==> src/logic/asp_pkg.sv <==
package asp_pkg;

  // Register map, byte addresses on the peripheral access path.
  localparam logic [7:0] ADDR_PIN0     = 8'h00;
  localparam logic [7:0] ADDR_PIN3     = 8'h0c;
  localparam logic [7:0] ADDR_GEN      = 8'h20;
  localparam int unsigned NUM_PINS     = 4;

  // Per-pin control fields.
  localparam int unsigned PIN_EN_BIT   = 0;
  localparam int unsigned PIN_DEST_LSB = 8;
  localparam int unsigned DEST_W       = 24;

  // General control fields.
  localparam int unsigned GEN_EN_BIT   = 0;
  localparam int unsigned GEN_CAL_BIT  = 1;
  localparam int unsigned GEN_SPP_LSB  = 8;
  localparam int unsigned SPP_W        = 8;
  localparam int unsigned GEN_WID_LSB  = 16;
  localparam int unsigned GEN_DROP_BIT = 24;

  // Reset values of the general control fields.
  localparam logic [1:0] WID_RST       = 2'h1;
  localparam logic [7:0] SPP_RST       = 8'h01;
  localparam logic       DROP_RST      = 1'b1;

  // Sample width codes; the code equals the index of the last byte sent.
  localparam logic [1:0] WID_8         = 2'h0;
  localparam logic [1:0] WID_16        = 2'h1;
  localparam logic [1:0] WID_RSVD      = 2'h2;
  localparam logic [1:0] WID_32        = 2'h3;

  localparam int unsigned RESULT_W     = 12;
  localparam int unsigned WORD_W       = 32;
  localparam logic [2:0] CAL_PULSES    = 3'h6;
  localparam int unsigned FIFO_DEPTH   = 8;

  typedef struct packed {
    logic [DEST_W-1:0] dest;
    logic              en;
  } asp_pin_s;

  typedef struct packed {
    logic [DEST_W-1:0] dest;
    logic [WORD_W-1:0] word;
    logic [1:0]        wid;
  } asp_sample_s;

  typedef struct packed {
    logic [7:0]        data;
    logic [DEST_W-1:0] dest;
    logic              eop;
  } asp_beat_s;

endpackage

==> src/logic/asp_ctrl.sv <==
`timescale 1ns/10ps
// Operation
// - While bit 0 enables the converter, every rising trigger edge starts one 12-bit conversion on the next enabled input pin.
// - Each pin has an enable in bit 0 and a 24-bit destination in bits 31:8 of its control.
// - A dropped sample sets bit 24 of general control, and reading that register clears it.
// - The result always sits in the most significant bits of the transmitted word.
// - Width code 0 sends one byte with the upper eight result bits.
// - Width code 1 sends a 16-bit word with four low zero bits, high byte first.
// - Width code 3 sends a 32-bit word with 20 low zero bits, high byte first; code 2 is unused.
// - Bits 15:8 give the number of samples sent before a packet is terminated.
// - With that count at zero the packet stays open until a control register access.
// - Bit 1 switches the converter input to the internal calibration reference.
// - While bit 0 enables the converter, writes to the per-pin controls are ignored.
// - The first six trigger pulses after enabling only calibrate and produce no packets.
module asp_ctrl (
  // Clock and reset
  input  wire logic                  ref_clk,
  input  wire logic                  rst_n,
  // Register port
  input  wire logic [7:0]            reg_addr,
  input  wire logic                  reg_wr,
  input  wire logic                  reg_rd,
  input  wire logic [31:0]           reg_wdata,
  output logic [31:0]                reg_rdata,
  output logic                       reg_rvalid,
  // Trigger pin
  input  wire logic                  trig_pin,
  // Converter core
  output logic                       conv_start,
  output logic [1:0]                 conv_pin,
  output logic                       conv_cal_sel,
  input  wire logic                  conv_done,
  input  wire logic [11:0]           conv_result,
  // Channel-end stream
  output logic                       tx_valid,
  input  wire logic                  tx_ready,
  output asp_pkg::asp_beat_s         tx_beat
);
  typedef enum logic [1:0] {S_IDLE, S_BYTE, S_END} asp_state_e;

  asp_pkg::asp_pin_s    pin_q [asp_pkg::NUM_PINS];
  asp_pkg::asp_sample_s samp_in;
  asp_pkg::asp_sample_s samp_out;
  asp_pkg::asp_sample_s cur_q;
  asp_state_e           st_q;
  asp_state_e           st_d;
  logic                 en_q;
  logic                 cal_q;
  logic [7:0]           spp_q;
  logic [1:0]           wid_q;
  logic                 drop_q;
  logic [3:0]           pin_en;
  logic [2:0]           trig_sync_q;
  logic                 trig_lvl_q;
  logic                 trig_rise;
  logic [2:0]           cal_cnt_q;
  logic                 skip_q;
  logic [1:0]           last_pin_q;
  logic                 fifo_ready;
  logic                 fifo_out_valid;
  logic                 push;
  logic                 drop_set;
  logic                 rd_gen;
  logic                 reg_hit;
  logic                 close_pend_q;
  logic                 open_q;
  logic [1:0]           idx_q;
  logic [7:0]           samp_cnt_q;
  logic                 adv;
  logic                 pop;
  logic                 emit;
  logic                 last_byte;

  function automatic logic [1:0] next_pin(input logic [1:0] last, input logic [3:0] en);
    logic [1:0] cand;
    logic [1:0] pick;
    pick = last;
    for (int i = 4; i >= 1; i--) begin
      cand = last + 2'(i);
      if (en[cand]) pick = cand;
    end
    return pick;
  endfunction
  function automatic logic [7:0] byte_of(input logic [31:0] word, input logic [1:0] idx);
    return word[31 - 8*idx -: 8];
  endfunction

  assign pin_en = {pin_q[3].en, pin_q[2].en, pin_q[1].en, pin_q[0].en};

  // Register port.
  assign reg_hit = (reg_addr <= asp_pkg::ADDR_PIN3 && reg_addr[1:0] == 2'h0) ||
                   reg_addr == asp_pkg::ADDR_GEN;
  assign rd_gen  = reg_rd && reg_addr == asp_pkg::ADDR_GEN;

  always_ff @(posedge ref_clk or negedge rst_n) begin
    if (!rst_n) begin
      for (int p = 0; p < asp_pkg::NUM_PINS; p++) pin_q[p] <= '0;
    end else if (reg_wr && !en_q && reg_addr <= asp_pkg::ADDR_PIN3 &&
                 reg_addr[1:0] == 2'h0) begin
      pin_q[reg_addr[3:2]].dest <= reg_wdata[asp_pkg::PIN_DEST_LSB +: asp_pkg::DEST_W];
      pin_q[reg_addr[3:2]].en   <= reg_wdata[asp_pkg::PIN_EN_BIT];
    end
  end

  always_ff @(posedge ref_clk or negedge rst_n) begin
    if (!rst_n) begin
      en_q  <= 1'b0;
      cal_q <= 1'b0;
      spp_q <= asp_pkg::SPP_RST;
      wid_q <= asp_pkg::WID_RST;
    end else if (reg_wr && reg_addr == asp_pkg::ADDR_GEN) begin
      en_q  <= reg_wdata[asp_pkg::GEN_EN_BIT];
      cal_q <= reg_wdata[asp_pkg::GEN_CAL_BIT];
      spp_q <= reg_wdata[asp_pkg::GEN_SPP_LSB +: asp_pkg::SPP_W];
      // The reserved width code would send a malformed sample, so it is refused.
      if (reg_wdata[asp_pkg::GEN_WID_LSB +: 2] != asp_pkg::WID_RSVD) begin
        wid_q <= reg_wdata[asp_pkg::GEN_WID_LSB +: 2];
      end
    end
  end

  // A drop in the same cycle as the clearing read survives the read.
  always_ff @(posedge ref_clk or negedge rst_n) begin
    if (!rst_n) drop_q <= asp_pkg::DROP_RST;
    else if (drop_set) drop_q <= 1'b1;
    else if (rd_gen) drop_q <= 1'b0;
  end

  always_ff @(posedge ref_clk or negedge rst_n) begin
    if (!rst_n) begin
      reg_rvalid <= 1'b0;
      reg_rdata  <= '0;
    end else begin
      reg_rvalid <= reg_rd;
      reg_rdata  <= '0;
      if (reg_rd && reg_addr == asp_pkg::ADDR_GEN) begin
        reg_rdata <= {7'h00, drop_q, 6'h00, wid_q, spp_q, 6'h00, cal_q, en_q};
      end else if (reg_rd && reg_hit) begin
        reg_rdata <= {pin_q[reg_addr[3:2]].dest, 7'h00, pin_q[reg_addr[3:2]].en};
      end
    end
  end

  // Trigger pin synchroniser; the first stage feeds only the second.
  always_ff @(posedge ref_clk or negedge rst_n) begin
    if (!rst_n) begin
      trig_sync_q <= 3'h0;
      trig_lvl_q  <= 1'b0;
    end else begin
      trig_sync_q <= {trig_sync_q[1:0], trig_pin};
      if (trig_sync_q[1] == trig_sync_q[2]) trig_lvl_q <= trig_sync_q[2];
    end
  end
  assign trig_rise = trig_sync_q[1] && trig_sync_q[2] && !trig_lvl_q;

  // Conversion scheduling.
  always_ff @(posedge ref_clk or negedge rst_n) begin
    if (!rst_n) cal_cnt_q <= 3'h0;
    else if (!en_q) cal_cnt_q <= 3'h0;
    else if (trig_rise && cal_cnt_q < asp_pkg::CAL_PULSES) cal_cnt_q <= cal_cnt_q + 3'h1;
  end

  always_ff @(posedge ref_clk or negedge rst_n) begin
    if (!rst_n) begin
      conv_start <= 1'b0;
      conv_pin   <= 2'h0;
      last_pin_q <= 2'h3;
      skip_q     <= 1'b0;
    end else begin
      conv_start <= 1'b0;
      if (trig_rise && en_q && pin_en != 4'h0) begin
        conv_start <= 1'b1;
        conv_pin   <= next_pin(last_pin_q, pin_en);
        last_pin_q <= next_pin(last_pin_q, pin_en);
        skip_q     <= cal_cnt_q < asp_pkg::CAL_PULSES;
      end
    end
  end

  assign conv_cal_sel = cal_q;
  // Left alignment for every width: the serialiser just sends the top bytes.
  assign samp_in.dest = pin_q[conv_pin].dest;
  assign samp_in.word = {conv_result, 20'h00000};
  assign samp_in.wid  = wid_q;
  assign push         = conv_done && !skip_q && en_q;
  assign drop_set     = push && !fifo_ready;

  asp_fifo #(
    .WIDTH ($bits(asp_pkg::asp_sample_s)),
    .DEPTH (asp_pkg::FIFO_DEPTH)
  ) u_fifo (
    .ref_clk   (ref_clk),
    .rst_n     (rst_n),
    .in_valid  (push),
    .in_ready  (fifo_ready),
    .in_data   (samp_in),
    .out_valid (fifo_out_valid),
    .out_ready (pop),
    .out_data  (samp_out)
  );

  // Packet serialiser.
  assign adv       = !tx_valid || tx_ready;
  assign last_byte = idx_q == cur_q.wid;
  assign pop       = st_q == S_IDLE && adv && fifo_out_valid &&
                     !(close_pend_q && open_q);
  assign emit      = adv && (st_q == S_BYTE || st_q == S_END);

  always_comb begin
    st_d = st_q;
    case (st_q)
      S_IDLE: begin
        if (adv && close_pend_q && open_q) st_d = S_END;
        else if (pop) st_d = S_BYTE;
      end
      S_BYTE: begin
        if (adv && last_byte) begin
          if (spp_q != 8'h00 && samp_cnt_q + 8'h01 == spp_q) st_d = S_END;
          else st_d = S_IDLE;
        end
      end
      S_END: begin
        if (adv) st_d = S_IDLE;
      end
      default: st_d = S_IDLE;
    endcase
  end

  always_ff @(posedge ref_clk or negedge rst_n) begin
    if (!rst_n) st_q <= S_IDLE;
    else st_q <= st_d;
  end

  always_ff @(posedge ref_clk or negedge rst_n) begin
    if (!rst_n) begin
      cur_q      <= '0;
      idx_q      <= 2'h0;
      samp_cnt_q <= 8'h00;
      open_q     <= 1'b0;
    end else begin
      if (pop) begin
        cur_q <= samp_out;
        idx_q <= 2'h0;
      end
      if (st_q == S_BYTE && adv) begin
        idx_q  <= idx_q + 2'h1;
        open_q <= 1'b1;
        if (last_byte) samp_cnt_q <= samp_cnt_q + 8'h01;
      end
      if (st_q == S_END && adv) begin
        samp_cnt_q <= 8'h00;
        open_q     <= 1'b0;
      end
    end
  end

  // A control access while the packet count is zero asks for the packet to close.
  always_ff @(posedge ref_clk or negedge rst_n) begin
    if (!rst_n) close_pend_q <= 1'b0;
    else if ((reg_wr || reg_rd) && reg_hit && spp_q == 8'h00) close_pend_q <= 1'b1;
    else if (st_q == S_END && adv) close_pend_q <= 1'b0;
    else if (!open_q && st_q == S_IDLE) close_pend_q <= 1'b0;
  end

  always_ff @(posedge ref_clk or negedge rst_n) begin
    if (!rst_n) begin
      tx_valid <= 1'b0;
      tx_beat  <= '0;
    end else if (adv) begin
      tx_valid     <= emit;
      tx_beat.dest <= cur_q.dest;
      tx_beat.eop  <= st_q == S_END;
      tx_beat.data <= (st_q == S_BYTE) ? byte_of(cur_q.word, idx_q) : 8'h00;
    end
  end

  property p_drop_set;
    @(posedge ref_clk) disable iff (!rst_n) drop_set |=> drop_q;
  endproperty
  a_drop_set: assert property (p_drop_set) else $error("drop not flagged");
  property p_drop_clr;
    @(posedge ref_clk) disable iff (!rst_n) rd_gen && !drop_set |=> !drop_q;
  endproperty
  a_drop_clr: assert property (p_drop_clr) else $error("drop flag kept after read");
  property p_pin_lock;
    @(posedge ref_clk) disable iff (!rst_n)
      reg_wr && en_q && reg_addr == asp_pkg::ADDR_PIN0 |=> $stable(pin_q[0]);
  endproperty
  a_pin_lock: assert property (p_pin_lock) else $error("pin control changed while enabled");
  property p_start;
    @(posedge ref_clk) disable iff (!rst_n)
      trig_rise && en_q && pin_en != 4'h0 |=> conv_start && pin_en[conv_pin];
  endproperty
  a_start: assert property (p_start) else $error("conversion not started on enabled pin");
  property p_no_pin;
    @(posedge ref_clk) disable iff (!rst_n) pin_en == 4'h0 |=> !conv_start;
  endproperty
  a_no_pin: assert property (p_no_pin) else $error("conversion with no pin enabled");
  property p_msb_first;
    @(posedge ref_clk) disable iff (!rst_n)
      st_q == S_BYTE && idx_q == 2'h0 && adv |=> tx_valid && tx_beat.data == cur_q.word[31:24];
  endproperty
  a_msb_first: assert property (p_msb_first) else $error("first byte not high byte");
  property p_byte_mode;
    @(posedge ref_clk) disable iff (!rst_n)
      st_q == S_BYTE && cur_q.wid == asp_pkg::WID_8 && adv |=> st_q != S_BYTE;
  endproperty
  a_byte_mode: assert property (p_byte_mode) else $error("8-bit sample sent more bytes");
  property p_pad16;
    @(posedge ref_clk) disable iff (!rst_n)
      st_q == S_BYTE && cur_q.wid == asp_pkg::WID_16 && idx_q == 2'h1 && adv
      |=> tx_beat.data[3:0] == 4'h0 ##0 st_q != S_BYTE;
  endproperty
  a_pad16: assert property (p_pad16) else $error("16-bit sample padding wrong");
  property p_pad32;
    @(posedge ref_clk) disable iff (!rst_n)
      st_q == S_BYTE && cur_q.wid == asp_pkg::WID_32 && idx_q == 2'h3 && adv
      |=> tx_beat.data == 8'h00;
  endproperty
  a_pad32: assert property (p_pad32) else $error("32-bit sample padding wrong");
  property p_spp;
    @(posedge ref_clk) disable iff (!rst_n)
      st_q == S_BYTE && adv && last_byte && spp_q != 8'h00 && samp_cnt_q + 8'h01 == spp_q
      |=> st_q == S_END;
  endproperty
  a_spp: assert property (p_spp) else $error("packet not closed at count");
  property p_open_close;
    @(posedge ref_clk) disable iff (!rst_n)
      st_q == S_IDLE && adv && close_pend_q && open_q |=> st_q == S_END ##1 !tx_valid || tx_beat.eop;
  endproperty
  a_open_close: assert property (p_open_close) else $error("open packet not closed");
  property p_cal_quiet;
    @(posedge ref_clk) disable iff (!rst_n) conv_done && skip_q |-> !push;
  endproperty
  a_cal_quiet: assert property (p_cal_quiet) else $error("calibration pulse queued a sample");

endmodule

==> src/logic/asp_fifo.sv <==
`timescale 1ns/10ps
// Read data come out of a register stage, so the queue holds DEPTH words in
// memory plus one in the output register; DEPTH must be a power of two.
module asp_fifo #(
  parameter int unsigned WIDTH = 58,
  parameter int unsigned DEPTH = 8
) (
  // Clock and reset
  input  wire logic             ref_clk,
  input  wire logic             rst_n,
  // Fill side
  input  wire logic             in_valid,
  output logic                  in_ready,
  input  wire logic [WIDTH-1:0] in_data,
  // Drain side
  output logic                  out_valid,
  input  wire logic             out_ready,
  output logic [WIDTH-1:0]      out_data
);
  localparam int unsigned AW = $clog2(DEPTH);

  logic [WIDTH-1:0] mem_q [DEPTH];
  logic [AW-1:0]    wr_ptr_q;
  logic [AW-1:0]    rd_ptr_q;
  logic [AW:0]      cnt_q;
  logic             push;
  logic             pop;

  assign in_ready = (cnt_q != AW'(0) + (AW+1)'(DEPTH));
  assign push     = in_valid && in_ready;
  assign pop      = (cnt_q != '0) && (!out_valid || out_ready);

  always_ff @(posedge ref_clk) begin
    if (push) begin
      mem_q[wr_ptr_q] <= in_data;
    end
  end

  always_ff @(posedge ref_clk or negedge rst_n) begin
    if (!rst_n) begin
      wr_ptr_q <= '0;
      rd_ptr_q <= '0;
      cnt_q    <= '0;
    end else begin
      if (push) wr_ptr_q <= wr_ptr_q + AW'(1);
      if (pop) rd_ptr_q <= rd_ptr_q + AW'(1);
      cnt_q <= cnt_q + (AW+1)'(push) - (AW+1)'(pop);
    end
  end

  always_ff @(posedge ref_clk or negedge rst_n) begin
    if (!rst_n) begin
      out_valid <= 1'b0;
      out_data  <= '0;
    end else if (pop) begin
      out_valid <= 1'b1;
      out_data  <= mem_q[rd_ptr_q];
    end else if (out_ready) begin
      out_valid <= 1'b0;
    end
  end

endmodule

==> config.mk <==
export PLATFORM = sky130hd
export DESIGN_NAME = asp_ctrl
export DESIGN_NICKNAME = d
export VERILOG_FILES = /design/src/logic/asp_pkg.sv /design/src/logic/asp_ctrl.sv /design/src/logic/asp_fifo.sv
export SDC_FILE = /design/constraint.sdc
export NUM_CORES = 1
export LEC_CHECK = 0
export BUFFER_PORTS_ARGS = -buffer_cell sky130_fd_sc_hd__clkbuf_2
export CORE_MARGIN = 2
export CORE_UTILIZATION = 30
export CTS_CLUSTER_DIAMETER = 40
export DETAILED_ROUTE_END_ITERATION = 8
export HOLD_SLACK_MARGIN = 0.08
export SYNTH_ARGS = -nofsm -noshare
export SYNTH_HDL_FRONTEND = slang
export SYNTH_SLANG_ARGS = --single-unit
==> constraint.sdc <==
create_clock -name ref_clk -period 4.2 [get_ports ref_clk]
set_input_delay 0.21 -clock ref_clk [delete_from_list [all_inputs] [get_ports ref_clk]]
set_output_delay 0.21 -clock ref_clk [all_outputs]
set_load 0.02 [all_outputs]
==> metrics.txt, run 1 <==
outcome=complete, no violations; fmax=roughly 340 MHz; initial core utilization=0.302; most frequent cells in the layout=304 x edfxtp_1, 279 x dfrtp_1, 125 x mux4_2, 116 x clkbuf_2, 110 x nand2_1; register area share after synthesis=0.675; CTS tree=done; H-tree depth=3; initial antenna violation count=1; wire per inst=20.0 um; final period utilization=0.694; Hold WC Path Type=in -> async; commonest non-fill, non-tap cell in the layout=edfxtp_1; CP Launch Type=flop; first-pass GRT wire length=between 80,000 and 90,000 um; fin nets=approximately 1.7k; Die H=288 um; largest net degree at the start of global routing=between 100 and 150; unrepaired setup endpoints after global routing=false; Setup Crit Path Kind=reg -> reg; area grow syn2layout=21.7%; final clock skew=between 0.015 and 0.02 ns; Worst EP required=roughly 4.5 ns; Post-synth ARST share=0.486; area leader, netlist=edfxtp_1; Slew @ Worst Pin=1.06 ns; Critical Path AT=3.21 ns; Sequential Power Share=0.406; Pwr Density=about 630 nW/um2; Ys Warns=0; Sw Ratio=0.288; Comb pwr share=0.204; Final min period=between 2 and 3 ns; DRT iter0 DRCs=793; Routed WL=approximately 55,000 um; Die W=288 um; Clk Latency, worst-skew pair=~0.62 ns; maximum fanout along the worst path=20; die area=around 83,000 um2; CP Capture Type=flop; CTS Buf Count=83; gr ovfl total=0; clk slew on worst S/H paths=about 0.06 ns; Peak VDD IR=between 0.2 and 0.3 mV; Avg Vias per Cell=between 4 and 5; layout cells sized above 1=0.353; flops & latches, synth=592; P_int=around 13 mW; Pleak=roughly 12 nW; Slew Limit Headroom=0.289; DRC viols=0; Synth Area per Inst=between 15 and 20 um2; Slew Limit Fails=0; clock power share=0.390; Cells after Synth=about 1.4k; top cell type's share of synthesized area=0.377; IO Count=130; standard-cell rows=about 100; Hold Vio Cnt, Final=0; sw power=5.32 mW; dpl hpwl=~34,000 um; Root Buffer=clkbuf_16; Post-DRT Antenna Nets=0; Post-Synthesis Cell Area=~24,000 um2; Fin Setup TNS=0 ns; number of max-cap violations=0; number of global-route vias before repair=between 10k and 15k; Via Count=about 13k; core box area=80,200 um2; First-pass DRT Iterations=4; Global Route Usage Sum=0.136; Main synth FF type=edfxtp_1; Final Setup Violations=0; clock sinks=slightly below 600; count of input and output buffers=117; worst hold slack=a little over 0.2 ns; Netlist cell types=60; synth top area cells=edfxtp_1 38%, dfrtp_1 29%, mux4_2 12%; Post-synth EDFFs=around 300; final RePlAce weighted congestion=approximately 0.72; CTS Buffer Depth=3
## per-stage QoR
step / cells / setup slack [ns] / utilization / total power [mW] / instance area [um2]
floorplan: 1414 / 0.0312 / - / 10.2 / 24200
global placement: 2544 / 1.32 / 0.325 / 11.3 / 26100
detailed placement: 2544 / 1.23 / 0.325 / 11.4 / 26100
CTS: 2745 / 1.20 / 0.367 / 18.7 / 29500
global route: 2745 / 1.10 / 0.367 / 19.4 / 29500
finish: 2747 / 1.29 / 0.367 / 18.4 / 29500
## sequential cells by signal, indices dropped and copies added (netlist names), 2 cells and up
signal / count
spp_q: 8
pin_q: 96
last_pin_q: 2
tx_beat: 33
st_q: 2
cur_q: 38
u_fifo.mem_q: 304
u_fifo.cnt_q: 4
wid_q: 2
conv_pin: 2
cal_cnt_q: 3
samp_cnt_q: 8
reg_rdata: 26
idx_q: 2
pin_en: 4
trig_sync_q: 3
u_fifo.wr_ptr_q: 3
u_fifo.out_data: 38
u_fifo.rd_ptr_q: 3
## layout make-up
cell class / count / area (um2)
multi-input combinational: 715 / 7450
clock buffer: 103 / 2280
timing repair buffer: 195 / 1310
clock inverter: 52 / 633
sequential: 592 / 16300
antenna: 2 / 5.00
fill: 7515 / 50700
tap: 1060 / 1330
inverter: 28 / 105
## per-layer routing
metal | up-vias | track usage | share of wire
met5 | - | 0 | 0
li1 | 5765 | - | -
met1 | 6787 | 0.180 | 0.45
met2 | 286 | 0.222 | 0.48
met4 | 0 | 0.0418 | 0.025
met3 | 95 | 0.0289 | 0.042
## cells in the mapped netlist (3+ instances only)
master	number
a21o_1	3
a21oi_1	45
a22o_1	7
and2_1	6
buf_1	7
buf_2	12
buf_4	7
buf_6	8
clkbuf_1	45
dfrtp_1	283
dfstp_2	5
edfxtp_1	304
ha_1	14
inv_1	28
mux2_2	91
mux2_4	60
mux2i_1	44
mux4_2	125
nand2_1	110
nand2b_1	8
nand3_1	9
nand3b_1	3
nand4_1	5
nor2_1	58
nor2b_1	15
nor3_1	4
nor3b_1	3
nor4_1	4
o21a_1	3
o21ai_0	36
o22ai_1	3
or2_2	4
xnor2_1	11
xor2_1	7
## worst max-delay path: stages (launching register included)
cell,delay [ns]
dfrtp_1,0.49
nand3b_1,0.21
a21oi_1,0.48
nand2_1,0.34
nor2_4,0.69
buf_4,0.37
## power groups by stage
stage	Sequential [mW]	Combinational, mW	Clock, mW
after floorplan	7.40	2.81	0
after global placement	7.59	3.74	0
after detailed placement	7.62	3.80	0
after CTS	7.51	3.86	7.36
after global routing	7.60	4.17	7.63
final	7.49	3.76	7.20
## timing repair
action | in CTS | in global routing
setup buffers | 0 | 0
hold buffers | 46 | 0
resized for setup | 0 | 0
hold endpoints to repair | 323 | 0
## final timing paths
path	to	slack [ns]	start	cells after the start
setup / recovery	u_fifo.mem_q[5][6]	1.29	en_q	5
hold / removal	reg_rdata[0]	0.20	rst_n	2
setup reg to reg	u_fifo.mem_q[5][6]	1.29	en_q	5
hold reg to reg	trig_sync_q[1]	0.36	trig_sync_q[0]	0
max in group asynchronous	wid_q[0]	2.77	rst_n	3
min in group ref_clk	reg_rdata[8]	0.20	reg_addr[5]	4
## logic make-up (layout without fill, tap and decap cells)
logic type                 Yosys count  after routing  synth area share
AOI/OAI and AO/OA                  115            115            0.0280
xor gates and xnor gates            18             18           0.00651
adders and majority gates           15             15           0.00806
buffers and inverters              107            378            0.0208
DFF                                592            592             0.675
muxes                              320            320             0.214
other                                1              8          0.000155
and+or+nand+nor                    241            241            0.0473
No activity file was read; power rests on OpenSTA's default activity.
==> run 2, diff against run 1 <==
clock period = 3.02 ns   (was 4.2 ns; I/O delays follow)
==> metrics.txt, run 2 (synthesis gave the netlist of run 1 again) <==
max reg flops=304 (unchanged); pre-CTS setup slack=0.513 ns (-0.716 ns); Via Count=13.1k (+1.4%); CP Launch Type=flop; Post-DRT Antenna Nets=0 (unchanged); CTS tree=done; # resized after CTS=0 (unchanged); met3 Use GR=0.0273 (-0.00166); fmax=411 MHz (+20%); worst r2r src=skip_q; FF-to-FF path depth=5 (unchanged); gr ovfl total=0 (unchanged); clock sinks=592 (unchanged); Hold WC Path Type=in -> async; Worst EP required=3.32 ns (-1.17 ns); CP Capture Type=flop; largest net degree at the start of global routing=80 (-29%); Slew Limit Headroom=0.429 (+0.139); Setup Crit Path Kind=reg -> reg; initial antenna violation count=2 (+1); Routed WL=55,300 um (+0.43%); busiest grt layer=met2; most flop-heavy register=u_fifo.mem_q; critical path depth in cells=5 (unchanged); initial core utilization=0.302 (unchanged); commonest non-fill, non-tap cell in the layout=edfxtp_1; Critical-path top delay cell=a21oi_1; fin nets=1,702 (+0.77%); H-tree depth=3 (unchanged); Die H=288 um (unchanged); First-pass DRT Iterations=7 (+3); Critical Path AT=2.74 ns (-0.47 ns); GRT met1 Usage=0.184 (+0.00343); core box area=80,200 um2 (unchanged); Global Route Usage Sum=0.136 (+0.000348); number of max-cap violations=0 (unchanged); CTS Buffer Depth=3 (unchanged); dpl hpwl=34,400 um (+0.61%); Pwr Density=885 nW/um2 (+41%); final period utilization=0.806 (+0.112); first-pass GRT wire length=85,200 um (-0.35%); Worst R2R End=u_fifo.mem_q[3][19]; DP Area=26,400 um2 (+1.2%); Peak VDD IR=0.444 mV (+49%); Avg Vias per Cell=4.75 (+0.86%); Top delay family on crit path=simple AND/OR/NAND/NOR gates; IO Count=130 (unchanged); # Post-CTS Setup Buffers=0 (unchanged); outcome=complete, no violations; Slew @ Worst Pin=0.857 ns (-0.207 ns); Buf/Inv on CP=1 (unchanged); Largest regs=u_fifo.mem_q x304, pin_q x96; final RePlAce weighted congestion=0.717 (-0.76%); Hold Vio Cnt, Final=0 (unchanged); unrepaired setup endpoints after global routing=false; Slew Limit Fails=0 (unchanged); Final Setup Violations=0 (unchanged); Final min period=2.43 ns (-0.480 ns); CP Cell Sequence=nand3b_1 -> a21oi_1 -> nand2_1 -> nor2_4 -> buf_12; standard-cell rows=104 (unchanged); layout cells sized above 1=0.361 (+0.00865); Root Buffer=clkbuf_16; Clk Latency, worst-skew pair=0.62 ns (about the same); clk slew on worst S/H paths=0.05 ns (about the same); Die W=288 um (unchanged); count of input and output buffers=117 (unchanged); final clock skew=0.0240 ns (+0.00550 ns); Max stage delay on crit path=0.44 ns (-0.25 ns); most frequent cells in the layout=304 x edfxtp_1, 278 x dfrtp_1, 125 x mux4_2, 116 x clkbuf_2, 110 x nand2_1; GRT met2 Usage=0.222 (about the same); DRT iter0 DRCs=857 (+8.1%); maximum fanout along the worst path=30 (+50%); wire per inst=20.0 um (about the same); die area=83,000 um2 (unchanged); number of global-route vias before repair=13.9k (-1.2%); CTS Buf Count=85 (+2.4%); Post-CTS Hold Fix Bufs=47 (+2.2%); FILL cells=7,492 (-0.31%); Pleak=12.0 nW (+1.8%); setup slack, reg-to-reg=0.59 ns (-0.70 ns); DRC viols=0 (unchanged); Post-Layout Inst Area=30,000 um2 (+1.8%); PnR worst setup slack=0.587 ns (-0.700 ns); area grow syn2layout=23.9%
==> run 2: changes by cell type in the layout (fill, tap and decap cells not counted), moves of 2 or more <==
| cell | change |
|---|---|
| nor3_2 | -2 |
| inv_6 | +3 |
| clkinv_2 | +4 |
| clkinv_1 | +4 |
| inv_4 | -2 |
| buf_12 | +18 |
| clkbuf_1 | -9 |
| inv_8 | -3 |
| clkbuf_8 | -2 |
| buf_4 | -8 |
| nor3_4 | +2 |
| bufinv_16 | +9 |
==> run 2: worst max-delay path by stage <==
stage	start	end	slack, ns
3_5_place_dp	skip_q	u_fifo.mem_q[2][3]	0.51
4_1_cts	skip_q	u_fifo.mem_q[2][6]	0.52
5_1_grt	skip_q	u_fifo.mem_q[2][6]	0.37
6_report	skip_q	u_fifo.mem_q[3][19]	0.59
3_3_place_gp	skip_q	u_fifo.mem_q[3][8]	0.52
2_1_floorplan	u_fifo.cnt_q[2]	u_fifo.mem_q[6][0]	-0.13
==> run 2: power breakdown <==
part / switching (mW) / leakage, nW / internal, mW
logic: 2.83 / 4.06 / 2.66
registers: 0.868 / 6.46 / 9.48
clock network: 3.79 / 1.52 / 6.93
total: 7.49 / 12.0 / 19.1
==> run 2: metal layers <==
metal	wire length, um	up-vias
met1	24600	6895
li1	-	5807
met3	2430	95
met4	1240	2
met5	13	-
met2	27000	312
==> run 2: per-stage QoR <==
step                setup TNS (ns)  hold slack [ns]  power, mW  instances   util
floorplan                   -29.88           -0.145       14.2       1414      -
global placement                 0            0.156       15.9       2554  0.329
detailed placement               0            0.165       16.1       2554  0.329
CTS                              0           0.0930       26.9       2760  0.374
global route                     0            0.119       27.9       2760  0.374
finish                           0            0.104       26.6       2761  0.374
==> run 2: cell type report <==
class | instances | area (um2) | share of cell area
multi-input cells | 715 | 7460 | 0.249
clock buffers | 92 | 2220 | 0.0739
well taps | 1060 | 1330 | 0.0442
diodes | 1 | 2.50 | 0.0000834
clock inverters | 67 | 915 | 0.0305
flip-flops and latches | 592 | 16400 | 0.545
repair buffers | 206 | 1620 | 0.0540
inverters | 28 | 105 | 0.00350
==> run 3, diff against run 2 <==
clock period = 2.3 ns   (was 3.02 ns; I/O delays follow)
==> metrics.txt, run 3 (synthesis gave the netlist of run 1 again) <==
layout cells sized above 1=0.384 (+0.0233); CTS tree=done; P_int=25.5 mW (+33%); clock sinks=592 (unchanged); Pleak=12.3 nW (+2.6%); Peak VDD IR=0.540 mV (+21%); DRT iter0 DRCs=709 (-17%); DRC viols=0 (unchanged); Critical Path AT=2.66 ns (-0.08 ns); initial core utilization=0.302 (unchanged); pre-CTS setup slack=0.0878 ns (-0.425 ns); Hold WC Path Type=in -> async; final period utilization=0.939 (+0.133); clock power share=0.410 (+0.006); Setup Crit Path Kind=reg -> reg; Global Route Usage Sum=0.134 (-0.00190); First-pass DRT Iterations=5 (-2); Post-Layout Inst Area=30,600 um2 (+2.0%); first-pass GRT wire length=85,100 um (about the same); maximum fanout along the worst path=6 (-80%); Slew Limit Fails=0 (unchanged); dpl hpwl=35,500 um (+3.4%); CP Launch Type=flop; wire per inst=19.4 um (-3.1%); FILL cells=7,430 (-0.83%); initial antenna violation count=4 (+2); outcome=complete, no violations; sw power=10.2 mW (+36%); H-tree depth=3 (unchanged); final RePlAce weighted congestion=0.749 (+4.5%); CTS Buffer Depth=3 (unchanged); commonest non-fill, non-tap cell in the layout=edfxtp_1; core box area=80,200 um2 (unchanged); CP Capture Type=flop; Sequential Power Share=0.376 (-0.014); Clk Latency, worst-skew pair=0.62 ns (about the same); Die H=288 um (unchanged); clk slew on worst S/H paths=0.05 ns (about the same); Final min period=2.16 ns (-0.274 ns); most flop-heavy register=u_fifo.mem_q; IO Count=130 (unchanged); Routed WL=54,500 um (-1.4%); Final Setup Violations=0 (unchanged); Worst EP required=2.80 ns (-0.52 ns); count of input and output buffers=117 (unchanged); fin nets=1,743 (+2.4%); Die W=288 um (unchanged); Slew Limit Headroom=0.547 (+0.118); DP Area=26,800 um2 (+1.5%); Comb pwr share=0.214 (+0.007); largest net degree at the start of global routing=75 (-6.3%); CTS Buf Count=92 (+8.2%); Sw Ratio=0.286 (+0.00408); max reg flops=304 (unchanged); area grow syn2layout=26.4%; worst hold slack=0.0868 ns (-0.0171 ns); Largest regs=u_fifo.mem_q x304, pin_q x96; number of max-cap violations=0 (unchanged); die area=83,000 um2 (unchanged); utilization after layout=0.382 (+0.00757); number of global-route vias before repair=14.2k (+2.1%); final clock skew=0.0168 ns (-0.00723 ns); Avg Vias per Cell=4.64 (-2.3%); Post-DRT Antenna Nets=0 (unchanged); Via Count=13.0k (-0.56%); Hold Vio Cnt, Final=0 (unchanged); fmax=463 MHz (+13%); Pwr Density=1160 nW/um2 (+32%); Slew @ Worst Pin=0.680 ns (-0.177 ns); Root Buffer=clkbuf_16; standard-cell rows=104 (unchanged); gr ovfl total=0 (unchanged); most frequent cells in the layout=304 x edfxtp_1, 278 x dfrtp_1, 125 x mux4_2, 116 x clkbuf_2, 110 x nand2_1; Fin Setup TNS=0 ns (unchanged); PnR worst setup slack=0.141 ns (-0.446 ns)
## run 3: cell count changes in the layout (fill, tap and decap cells not counted), sizes merged
cell,change
inv,+15
dlygate4sd3,+2
clkinv,-7
bufinv,-5
clkinvlp,+3
clkbuf,+8
buf,+32
## run 3: layer usage
metal	wire, um	share of wire	up-vias	global-route usage
met1	24300	0.45	6778	0.177
met5	28	0.00051	-	0
met2	26500	0.49	258	0.220
li1	-	-	5910	-
met4	1140	0.021	4	0.0455
met3	2470	0.045	87	0.0279
## run 3: final timing paths
| kind | startpoint | cells past startpoint | endpoint | slack, ns |
|---|---|---|---|---|
| setup / recovery | st_q[1] | 10 | u_fifo.cnt_q[2] | 0.14 |
| hold / removal | rst_n | 2 | pin_q[47] | 0.09 |
| setup reg to reg | st_q[1] | 10 | u_fifo.cnt_q[2] | 0.14 |
| hold reg to reg | trig_sync_q[0] | 0 | trig_sync_q[1] | 0.35 |
| max in group asynchronous | rst_n | 3 | conv_pin[0] | 1.42 |
| min in group ref_clk | trig_pin | 2 | trig_sync_q[0] | 0.14 |
## run 3: timing repair
item	CTS	global route
endpoints found under the setup margin	0	2
hold buffers	49	0
gates resized for setup	0	2
setup buffers	0	1
endpoints found under the hold margin	512	0
## run 3: cell type report
class	instances	area (um2)	share of cell area
multi-input cells	715	7500	0.245
flip-flops and latches	592	16400	0.534
clock inverters	73	885	0.0289
diodes	1	2.50	0.0000818
repair buffers	240	2000	0.0655
inverters	28	105	0.00343
well taps	1060	1330	0.0433
clock buffers	100	2430	0.0793
## run 3: stage by stage
step | std cells | power [mW]
floorplan | 1414 | 18.8
global placement | 2585 | 21.1
detailed placement | 2585 | 21.3
CTS | 2807 | 36.2
global route | 2808 | 37.4
finish | 2809 | 35.7
## run 3: critical path: stages, from the launching register on
cell	delay, ns
dfrtp_1	0.40
inv_2	0.09
ha_4	0.16
nand4_1	0.13
a22oi_2	0.23
ha_4	0.24
inv_1	0.05
ha_1	0.16
inv_1	0.06
fa_1	0.38
xnor2_1	0.13
## run 3: power groups by stage
stage	Clock (mW)	Sequential, mW	Combinational [mW]
global placement	0	13.6	7.56
finish	14.6	13.4	7.62
global route	15.4	13.6	8.45
floorplan	0	13.5	5.23
CTS	14.9	13.4	7.80
detailed placement	0	13.6	7.68
